<file path="config.mk">
export PLATFORM = sky130hd
export DESIGN_NAME = companion_system_control
export DESIGN_NICKNAME = d
export VERILOG_FILES = /design/src/design/sysctl_pkg.sv /design/src/design/access_timer.sv /design/src/design/companion_system_control.sv
export SDC_FILE = /design/constraint.sdc
export NUM_CORES = 1
export LEC_CHECK = 0
export BUFFER_PORTS_ARGS = -buffer_cell sky130_fd_sc_hd__buf_2
export CORE_UTILIZATION = 50
export CTS_BUF_LIST = sky130_fd_sc_hd__clkbuf_2
export DETAILED_ROUTE_END_ITERATION = 10
export GPL_TIMING_DRIVEN = 1
export HOLD_SLACK_MARGIN = 0.03
export PLACE_DENSITY = 0.9
export SLEW_MARGIN = 40
export SYNTH_ARGS = -nofsm -noshare
export SYNTH_HDL_FRONTEND = slang
export SYNTH_SLANG_ARGS = --single-unit
</file>
<file path="constraint.sdc">
create_clock -name sys_clk -period 2.2 [get_ports sys_clk]
set_input_delay 0.11 -clock sys_clk [delete_from_list [all_inputs] [get_ports sys_clk]]
set_output_delay 0.11 -clock sys_clk [all_outputs]
set_load 0.005 [all_outputs]
</file>
<file path="src/design/sysctl_pkg.sv">
/*
 * Constants for the system control and identity register block:
 * register offsets, control field positions, reset value, write mask
 * and access timing counts.
 * Assumes a 40 MHz system clock and a host that reaches the registers
 * over chip select, write enable, output enable and a data bus.
 */
// Notes on behaviour
// - Control bit 0 picks the PLL when one, external source when zero.
// - Control bit 1 enables bus and DMA clocks; reset leaves them off.
// - Control bit 2 set forces the sleep power mode; resets to zero.
// - Control bit 3 set forces the doze power mode; resets to zero.
// - Control bit 4 set stops the PLL oscillator; zero lets it run.
// - Test enables at bits 5, 6, 10, 11 act only in test mode.
// - Bit 9 in test mode floats all output-only pads; else no effect.
// - Bit 7 picks ready handshake or fixed-length access; resets to one.
// - Bit 13 enables the read strobe on DMA reads; resets to zero.
// - Strobe driven low on enabled DMA reads, driven high on other DMA cycles, released when no DMA is active.
// - Identity low byte: silicon revision in 7:4, metal in 3:0.
// - Identity bits 31:8 hold a fixed component identifier code.
`default_nettype none
package sysctl_pkg;
    localparam logic [7:0] CTRL_OFS = 8'h00;
    localparam logic [7:0] IDENT_OFS = 8'h04;
    localparam int PLL_SEL_BIT = 0;
    localparam int CLK_GATE_BIT = 1;
    localparam int SLEEP_BIT = 2;
    localparam int DOZE_BIT = 3;
    localparam int OSC_OFF_BIT = 4;
    localparam int SCAN_BIT = 5;
    localparam int CLK_TEST_BIT = 6;
    localparam int READY_BIT = 7;
    localparam int AUDIO_BIT = 8;
    localparam int PAD_FLOAT_BIT = 9;
    localparam int PLL_TEST_BIT = 10;
    localparam int USB_TEST_BIT = 11;
    localparam int STROBE_BIT = 13;
    localparam logic [15:0] CTRL_RESET = 16'h0080;
    localparam logic [15:0] CTRL_WMASK = 16'h2fff;
    localparam int CLK_NS = 25;
    localparam int HANDSHAKE_NS = 75;
    localparam int FIXED_NS = 150;
    localparam int HANDSHAKE_CYC = (HANDSHAKE_NS + CLK_NS - 1) / CLK_NS;
    localparam int FIXED_CYC = (FIXED_NS + CLK_NS - 1) / CLK_NS;
    typedef enum logic [2:0] {
        ST_IDLE = 3'b001,
        ST_WAIT = 3'b010,
        ST_HOLD = 3'b100
    } acc_state_t;
endpackage
`default_nettype wire

</file>
<file path="src/design/access_timer.sv">
/*
 * Down counter that times one register access.
 * Assumes start is a one-cycle pulse and len is at least one.
 */
`default_nettype none
module access_timer #(
    parameter int W = 4
) (
    input wire logic sys_clk,
    input wire logic rstn,
    input wire logic start,
    input wire logic [W-1:0] len,
    output logic done
);
    logic [W-1:0] cnt_ff;

    always_ff @(posedge sys_clk or negedge rstn) begin
        if (!rstn) begin
            cnt_ff <= '0;
        end else if (start) begin
            cnt_ff <= len;
        end else if (cnt_ff != '0) begin
            cnt_ff <= cnt_ff - 1'b1;
        end
    end

    assign done = (cnt_ff == {{(W-1){1'b0}}, 1'b1});
endmodule
`default_nettype wire

</file>
<file path="src/design/companion_system_control.sv">
/*
 * System control and identity registers of the companion chip, with
 * the host access sequencer and the DMA read direction strobe.
 * Assumes host pins are synchronous to sys_clk and the chip select is
 * held low until the access has been answered.
 */
`default_nettype none
module companion_system_control
    import sysctl_pkg::*;
#(
    parameter logic [23:0] IDENT_CODE = 24'h5a5a5a, // Arbitrary value
    parameter logic [3:0] SILICON_REV = 4'h1,
    parameter logic [3:0] METAL_REV = 4'h0,
    parameter int TW = 4
) (
    input wire logic sys_clk,
    input wire logic rstn,
    input wire logic cs_n,
    input wire logic we_n,
    input wire logic [7:0] addr,
    input wire logic [31:0] data_in,
    output logic [31:0] data_out,
    output logic data_oe,
    output logic rdy,
    input wire logic output_enable_low_in,
    output logic output_enable_low_out,
    output logic output_enable_low_oe,
    input wire logic test_mode,
    input wire logic dma_active,
    input wire logic dma_read,
    output logic pll_select,
    output logic bus_clock_gate,
    output logic dma_clock,
    output logic sleep_request,
    output logic doze_request,
    output logic oscillator_power_down,
    output logic scan_test_gate,
    output logic clock_test_gate,
    output logic pll_test_gate,
    output logic usb_cell_test_gate,
    output logic output_pad_float,
    output logic audio_link_select
);
    localparam logic [TW-1:0] HS_LEN = TW'(HANDSHAKE_CYC);
    localparam logic [TW-1:0] FIX_LEN = TW'(FIXED_CYC);

    acc_state_t state_ff;
    logic [15:0] ctrl_ff;
    logic is_write_ff;
    logic [7:0] addr_ff;
    logic req;
    logic start;
    logic done;
    logic commit;
    logic [31:0] rd_word;

    // A host request is chip select with write enable or output enable low
    assign req = !cs_n && (!we_n || !output_enable_low_in);
    assign start = (state_ff == ST_IDLE) && req && !dma_active;
    assign commit = (state_ff == ST_WAIT) && done;

    access_timer #(
        .W(TW)
    ) u_timer (
        .sys_clk(sys_clk),
        .rstn(rstn),
        .start(start),
        .len(ctrl_ff[READY_BIT] ? HS_LEN : FIX_LEN),
        .done(done)
    );

    always_ff @(posedge sys_clk or negedge rstn) begin
        if (!rstn) begin
            state_ff <= ST_IDLE;
        end else begin
            unique case (state_ff)
                ST_IDLE: begin
                    if (start) begin
                        state_ff <= ST_WAIT;
                    end
                end
                ST_WAIT: begin
                    if (done) begin
                        state_ff <= ST_HOLD;
                    end
                end
                ST_HOLD: begin
                    if (cs_n) begin
                        state_ff <= ST_IDLE;
                    end
                end
                default: begin
                    state_ff <= ST_IDLE;
                end
            endcase
        end
    end

    always_ff @(posedge sys_clk or negedge rstn) begin
        if (!rstn) begin
            is_write_ff <= 1'b0;
            addr_ff <= 8'h00;
        end else if (start) begin
            is_write_ff <= !we_n;
            addr_ff <= addr;
        end
    end

    // Reserved bits are masked so they can never leave zero
    always_ff @(posedge sys_clk or negedge rstn) begin
        if (!rstn) begin
            ctrl_ff <= CTRL_RESET;
        end else if (commit && is_write_ff && addr_ff == CTRL_OFS) begin
            ctrl_ff <= data_in[15:0] & CTRL_WMASK;
        end
    end

    always_comb begin
        rd_word = 32'h0000_0000;
        if (addr_ff == CTRL_OFS) begin
            rd_word = {16'h0000, ctrl_ff};
        end else if (addr_ff == IDENT_OFS) begin
            rd_word = {IDENT_CODE, SILICON_REV, METAL_REV};
        end
    end

    always_ff @(posedge sys_clk or negedge rstn) begin
        if (!rstn) begin
            data_out <= 32'h0000_0000;
            data_oe <= 1'b0;
        end else begin
            if (commit && !is_write_ff) begin
                data_out <= rd_word;
            end
            data_oe <= !is_write_ff && !cs_n
                && ((state_ff == ST_HOLD) || commit);
        end
    end

    // Fixed-length mode keeps ready high; the host counts the cycles
    always_ff @(posedge sys_clk or negedge rstn) begin
        if (!rstn) begin
            rdy <= 1'b1;
        end else if (start && ctrl_ff[READY_BIT]) begin
            rdy <= 1'b0;
        end else if (commit) begin
            rdy <= 1'b1;
        end
    end

    always_ff @(posedge sys_clk or negedge rstn) begin
        if (!rstn) begin
            pll_select <= 1'b0;
            bus_clock_gate <= 1'b0;
            dma_clock <= 1'b0;
            sleep_request <= 1'b0;
            doze_request <= 1'b0;
            oscillator_power_down <= 1'b0;
            audio_link_select <= 1'b0;
        end else begin
            pll_select <= ctrl_ff[PLL_SEL_BIT];
            bus_clock_gate <= ctrl_ff[CLK_GATE_BIT];
            dma_clock <= ctrl_ff[CLK_GATE_BIT];
            sleep_request <= ctrl_ff[SLEEP_BIT];
            doze_request <= ctrl_ff[DOZE_BIT];
            oscillator_power_down <= ctrl_ff[OSC_OFF_BIT];
            audio_link_select <= ctrl_ff[AUDIO_BIT];
        end
    end

    always_ff @(posedge sys_clk or negedge rstn) begin
        if (!rstn) begin
            scan_test_gate <= 1'b0;
            clock_test_gate <= 1'b0;
            pll_test_gate <= 1'b0;
            usb_cell_test_gate <= 1'b0;
            output_pad_float <= 1'b0;
        end else begin
            scan_test_gate <= ctrl_ff[SCAN_BIT] && test_mode;
            clock_test_gate <= ctrl_ff[CLK_TEST_BIT] && test_mode;
            pll_test_gate <= ctrl_ff[PLL_TEST_BIT] && test_mode;
            usb_cell_test_gate <= ctrl_ff[USB_TEST_BIT] && test_mode;
            output_pad_float <= ctrl_ff[PAD_FLOAT_BIT] && test_mode;
        end
    end

    // Strobe is always driven during DMA so transceivers never float
    always_ff @(posedge sys_clk or negedge rstn) begin
        if (!rstn) begin
            output_enable_low_out <= 1'b1;
            output_enable_low_oe <= 1'b0;
        end else begin
            output_enable_low_oe <= dma_active;
            output_enable_low_out <= !(dma_active && dma_read
                && ctrl_ff[STROBE_BIT]);
        end
    end
endmodule
`default_nettype wire

</file>
==> results of run 1 <==
==> worst max-delay path, delay by kind of cell (launching register included) <==
family	cells	cell delay [ns]
simple gates	2	0.91
fa+ha+maj	1	0.15
buf+inv	1	0.12
mux	1	0.41
flops	1	0.42
==> logic make-up after synthesis <==
logic type                 share of synthesized area
AOI/OAI and AO/OA                             0.0912
xor gates and xnor gates                     0.00349
adders and majority gates                     0.0149
buffers and inverters                         0.0912
DFF                                            0.580
muxes                                          0.115
other                                        0.00149
and+or+nand+nor                                0.103
==> through the flow <==
stage               instance area, um2  cells  setup TNS (ns)  hold WS (ns)
floorplan                         2540    208               0        -0.186
global placement                  2830    322               0         0.158
detailed placement                2830    322               0         0.175
CTS                               3180    365               0        0.0367
global route                      3200    367         -0.0512         0.183
finish                            3200    367               0         0.177
==> sequential cells by signal, indices dropped and copies added (netlist names), 3 cells and up <==
signal and cells:
u_timer.cnt_ff 4, state_ff 3, data_out 14, ctrl_ff 13
addr_ff 8
==> power breakdown <==
group,internal (uW),switching (uW)
registers,1180,99.0
clock network,135,362
logic,257,219
==> final cells by class <==
class                   instances  area, um2
fillers                       356       1580
flip-flops and latches         58       1460
multi-input cells             112        871
repair buffers                102        671
well taps                      67       83.8
clock buffers                  10       50.0
inverters                      13       48.8
clock inverters                 5       22.5
==> routing by layer <==
layer / global-route usage / routed length, um / vias to the layer above
met5: 0 / 0 / -
met3: 0.0801 / 334 / 6
li1: - / - / 860
met4: 0.0719 / 70 / 0
met2: 0.374 / 2650 / 84
met1: 0.244 / 2120 / 899
==> path summary, 6_finish.rpt <==
check	from	to	depth (start not counted)
setup / recovery	u_timer.cnt_ff[1]$_DFFE_PN0P_	ctrl_ff[0]$_DFFE_PN0P_	5
hold / removal	rstn	addr_ff[6]$_DFFE_PN0P_	2
setup reg to reg	u_timer.cnt_ff[1]$_DFFE_PN0P_	ctrl_ff[0]$_DFFE_PN0P_	5
hold reg to reg	ctrl_ff[8]$_DFFE_PN0P_	audio_link_select$_DFF_PN0_	0
max in group asynchronous	rstn	ctrl_ff[7]$_DFFE_PN1P_	3
min in group sys_clk	we_n	is_write_ff$_DFFE_PN0P_	3
==> repair_timing <==
| action | in CTS | in global routing |
|---|---|---|
| hold endpoints to repair | 60 | 1 |
| gates resized for setup | 0 | 1 |
| hold buffers | 28 | 1 |
| endpoints found under the setup margin | 0 | 5 |
==> layout by cell type (no fill, tap or decap), types with 2 or more instances in the layout <==
cell	n
nor2_1	5
dfrtp_1	54
nor2b_1	3
nor3_1	2
mux2i_1	3
inv_1	13
o21ai_0	14
nand2b_1	2
o31ai_1	13
nand2_1	4
dfstp_2	4
buf_2	67
mux2_2	9
clkinv_1	2
and2_1	6
nand3_1	2
clkbuf_2	10
dlygate4sd3_1	29
mux2_1	14
clkinv_2	3
buf_4	6
a21oi_1	3
or2_2	2
or3b_1	2
ha_1	3
conb_1	9
==> cells in the mapped netlist (4+ instances only) <==
cell,instances
nor2_1,5
o31ai_1,13
mux2_2,9
mux2_1,14
and2_1,6
o21ai_0,14
dfrtp_1,54
dfstp_2,4
nand2_1,4
buf_4,19
inv_1,13
==> flow_summary.ini, run 1 <==
[detailed_routing]
viasPerCell = 5.04
ant_nets = 0
drc = 0
drt_iter0_markers = 80
drt_wl_total_um = 5170
routedWlPerCell_um = 14.1
dr.pass1.iters = 4
vias = 1849

[placed_design]
io_buffer_count = 67
dp_slack_ns = 0.108
dp_hpwl_um = 3310
gp_congestion = 0.795

[setup_path]
crit_chain = inv_1, ha_1, or3b_1, nand4b_2, mux2_1
arrival_ns = 2.49
crit_required_ns = 2.56
crit_slowest_cell = or3b_1
cp_max_fo = 8
max_stage_delay_ns = 0.49
start_kind = flop
rrSetupSlack_ns = 0.07
path_class = flop to flop
end_kind = flop

[grt]
grt_overflow_total = 0
grt_usage = 0.215
grt_pass1_wl_um = 8180
antenna_found_initial = 0
grt_pass1_vias = 1730
grt_max_degree = 31

[run_status]
outcome = finished, final reports clean

[synthesis]
syn_area_um2 = 2510
yosysSeqAreaShare = 0.580
ys_warn_count = 0
synthTopCellsByArea = dfrtp_1 (54%), mux2_1 (6.3%), buf_4 (5.7%)
synth_edf_count = 0
ys.flop_type = dfrtp_1
synth_cell_type_count = 40
synth-seq-cells = 58
synth-async-reset-ratio = 1.00
synth_top_area_share = 0.538
synth_top_cell_by_area = dfrtp_1
postSynthCellCount = 200
avgSynthCellArea_um2 = 12.6

[timing]
period_minus_slack_ns = 2.13
finalSetupViolations = 0
finalMaxSlewViolations = 0
max_slew_margin = 0.447
rsz0062_at_grt = yes
period_share = 0.966
fin_ws_ns = 0.0744
hold_violations = 0
skew_ns = 0.0309
tightest_slew_ns = 0.819
clock.fmax_ghz = 0.470

[min_path]
worstHoldPathType = primary input to async pin

[clocking]
cts_root_buf = clkbuf_2
cts_tree = built
clockBufferDepth = 2
path_clk_slew_ns = 0.17
cts.sinks = 58
cts_buffers = 9
insertion_delay_ns = 0.48
htree_levels = 3
postCtsSetupBuffers = 0

[die]
die_area_um2 = 5310
io_pins = 96
start_util = 0.525
die_w_um = 72.9
coreArea_um2 = 4790
die_h_um = 72.9
rows = 25

[power_and_ir_drop]
power_leakage_uw = 0.00163
power.density_nw_per_um2 = 704
ir_drop_mv = 0.461
total_power_uw = 2260

[cells_and_area]
area_growth_pct = 27.6
postLayoutCoreUtil = 0.669
antenna_cells = 0
finalNetCount = 347
drive_gt1_frac = 0.357

[run]
max-cap-violations = 0
Note: power is estimated with default switching activity, not from simulation.
==> run 2: changes to the inputs <==
- ABC_AREA: default -> 1
- CORE_UTILIZATION: 50 -> 51
- PLACE_DENSITY: 0.9 -> 0.91
==> run 2 against run 1 <==
Against the previous run: final cell count is 19% higher; count of clock-buffer cells in the layout did not move; hold slack worse by 0.022 ns; global-route usage up 1.8 points; highest routed layer unchanged; largest power group unchanged; clock power up 24%; sequential share of layout area is 0.23 points lower.
==> flow_summary.ini, run 2 <==
[setup_path]
cp_max_fo = 27
crit_required_ns = 2.62
crit_buf_inv = 2
crit_chain = inv_1, ha_1, nand2_4, nor2_8, nand2_4, inv_1, nand2_1, nand2_1
arrival_ns = 2.14
crit_family = simple AND/OR/NAND/NOR gates
max_stage_delay_ns = 0.41
end_kind = flop
crit_slowest_cell = dfrtp_1
start_kind = flop
path_class = flop to flop

[detailed_routing]
drt_iter0_markers = 151
viasPerCell = 4.81
routedWlPerCell_um = 12.7
vias = 2099
drt_wl_total_um = 5520
drc = 0
dr.pass1.iters = 5
ant_nets = 0

[synthesis]
syn_area_um2 = 2580
synth_adder_area_share = 0.0145
synth_edf_count = 0
synthTopCellsByCount = nand2_1 (109), dfrtp_1 (54), buf_4 (21)
muxShareOfSynthArea = 0
ys.flop_type = dfrtp_1
yosys.area_share.simple = 0.254
avgSynthCellArea_um2 = 9.37
synth-seq-cells = 58
synthTopCellsByArea = dfrtp_1 (52%), nand2_1 (16%), buf_4 (6.1%)
ys_warn_count = 0
postSynthCellCount = 276
synthXorXnorAreaFrac = 0.00678
synth_top_area_share = 0.523
synth_top_cell_by_area = dfrtp_1
yosysSeqAreaShare = 0.563
synth_cell_type_count = 25
synth_compound_area_frac = 0.0479
synth_most_common_cell = nand2_1
synth_top_family_by_area = simple AND/OR/NAND/NOR gates
synth-async-reset-ratio = 1.00

[clocking]
postCtsResizedCells = 0
cts_buffers = 9
postCtsSetupBuffers = 0
insertion_delay_ns = 0.49
cts_root_buf = clkbuf_2
path_clk_slew_ns = 0.17
hold_buffers = 28
cts_tree = built
htree_levels = 3
cts.sinks = 58
clockBufferDepth = 2

[timing]
finalSetupViolations = 0
skew_ns = 0.0234
hold_violations = 0
tightest_slew_ns = 0.641
finalMaxSlewViolations = 0
rsz0062_at_grt = no
clock.fmax_ghz = 0.580
max_slew_margin = 0.573
period_share = 0.784
fin_setup_tns_ns = 0
period_minus_slack_ns = 1.72

[die]
die_w_um = 73.2
rows = 25
die_area_um2 = 5360
start_util = 0.540
coreArea_um2 = 4790
die_h_um = 73.2
io_pins = 96

[grt]
grt_max_degree = 31
grt_pass1_vias = 2060
antenna_found_initial = 0
grt_usage = 0.232
grt_overflow_total = 0
grt_pass1_wl_um = 9110

[run_status]
outcome = finished, final reports clean

[power_and_ir_drop]
ir_drop_mv = 0.403
power.density_nw_per_um2 = 853
total_power_uw = 2750
power_leakage_uw = 0.00175

[min_path]
worstHoldPathType = primary input to async pin

[cells_and_area]
top_register = data_out
layout_common_cells = nand2_1 (109), buf_2 (67), dfrtp_1 (54)
layout_commonest_cell = nand2_1
area_growth_pct = 24.5
reg_top3 = data_out: 14 flops, ctrl_ff: 13 flops, addr_ff: 8 flops
antenna_cells = 0
drive_gt1_frac = 0.271
largest_reg_flops = 14
finalNetCount = 416

[run]
max-cap-violations = 0

[placed_design]
dp_hpwl_um = 3450
gp_congestion = 0.806
io_buffer_count = 67
==> run 2: worst paths after layout <==
| path | start | to | slack (ns) | cells after the start |
|---|---|---|---|---|
| max in group asynchronous | rstn | scan_test_gate$_DFF_PN0_ | 1.22 | 3 |
| setup reg to reg | u_timer.cnt_ff[1]$_DFFE_PN0P_ | data_out[11]$_DFFE_PN0P_ | 0.48 | 8 |
| hold / removal | rstn | ctrl_ff[11]$_DFFE_PN0P_ | 0.16 | 2 |
| hold reg to reg | ctrl_ff[3]$_DFFE_PN0P_ | doze_request$_DFF_PN0_ | 0.42 | 0 |
| setup / recovery | u_timer.cnt_ff[1]$_DFFE_PN0P_ | data_out[11]$_DFFE_PN0P_ | 0.48 | 8 |
| min in group sys_clk | dma_read | output_enable_low_out$_DFF_PN1_ | 0.34 | 3 |
==> run 2: through the flow <==
step | util | instance area, um2 | std cells | setup WS, ns | hold WS [ns]
floorplan | - | 2620 | 284 | 0.851 | -0.186
global placement | 0.594 | 2840 | 393 | 0.582 | 0.162
detailed placement | 0.594 | 2840 | 393 | 0.555 | 0.169
CTS | 0.673 | 3220 | 436 | 0.487 | 0.180
global route | 0.673 | 3220 | 436 | 0.315 | 0.208
finish | 0.673 | 3220 | 436 | 0.476 | 0.156
==> run 2: layer usage <==
metal  part of all wire  routed length (um)  up-vias  GRT usage
met5                  0                   0        -          0
met4              0.040                 221        0      0.153
met3              0.054                 297       22     0.0608
met2               0.51                2800       72      0.385
met1               0.40                2200      985      0.265
li1                   -                   -     1020          -
==> run 2: final cells by class <==
cell class                      count  area [um2]
Tap cell                           67        83.8
Sequential cell                    58        1460
Clock inverter                      5        46.3
Fill cell                         375        1570
Multi-Input combinational cell    179         870
Inverter                           18        67.6
Clock buffer                       10        50.0
Timing Repair Buffer               99         646
==> run 2: power breakdown <==
part	leakage, uW	switching [uW]	internal [uW]
registers	0.000666	114	1250
logic	0.00102	475	294
clock network	0.0000643	366	249
total	0.00175	955	1790
==> run 2: worst reg2reg max path, delay by kind of cell (launching register included) <==
| family | cells | cell delay [ns] |
|---|---|---|
| simple gates | 5 | 0.73 |
| fa+ha+maj | 1 | 0.22 |
| flops | 1 | 0.41 |
| buf+inv | 2 | 0.31 |
==> run 2: cell families after synthesis <==
group | after synthesis
flops | 58
compound gates | 19
xor+xnor | 2
simple gates | 146
fa+ha+maj | 3
buf+inv | 47
other cells | 1
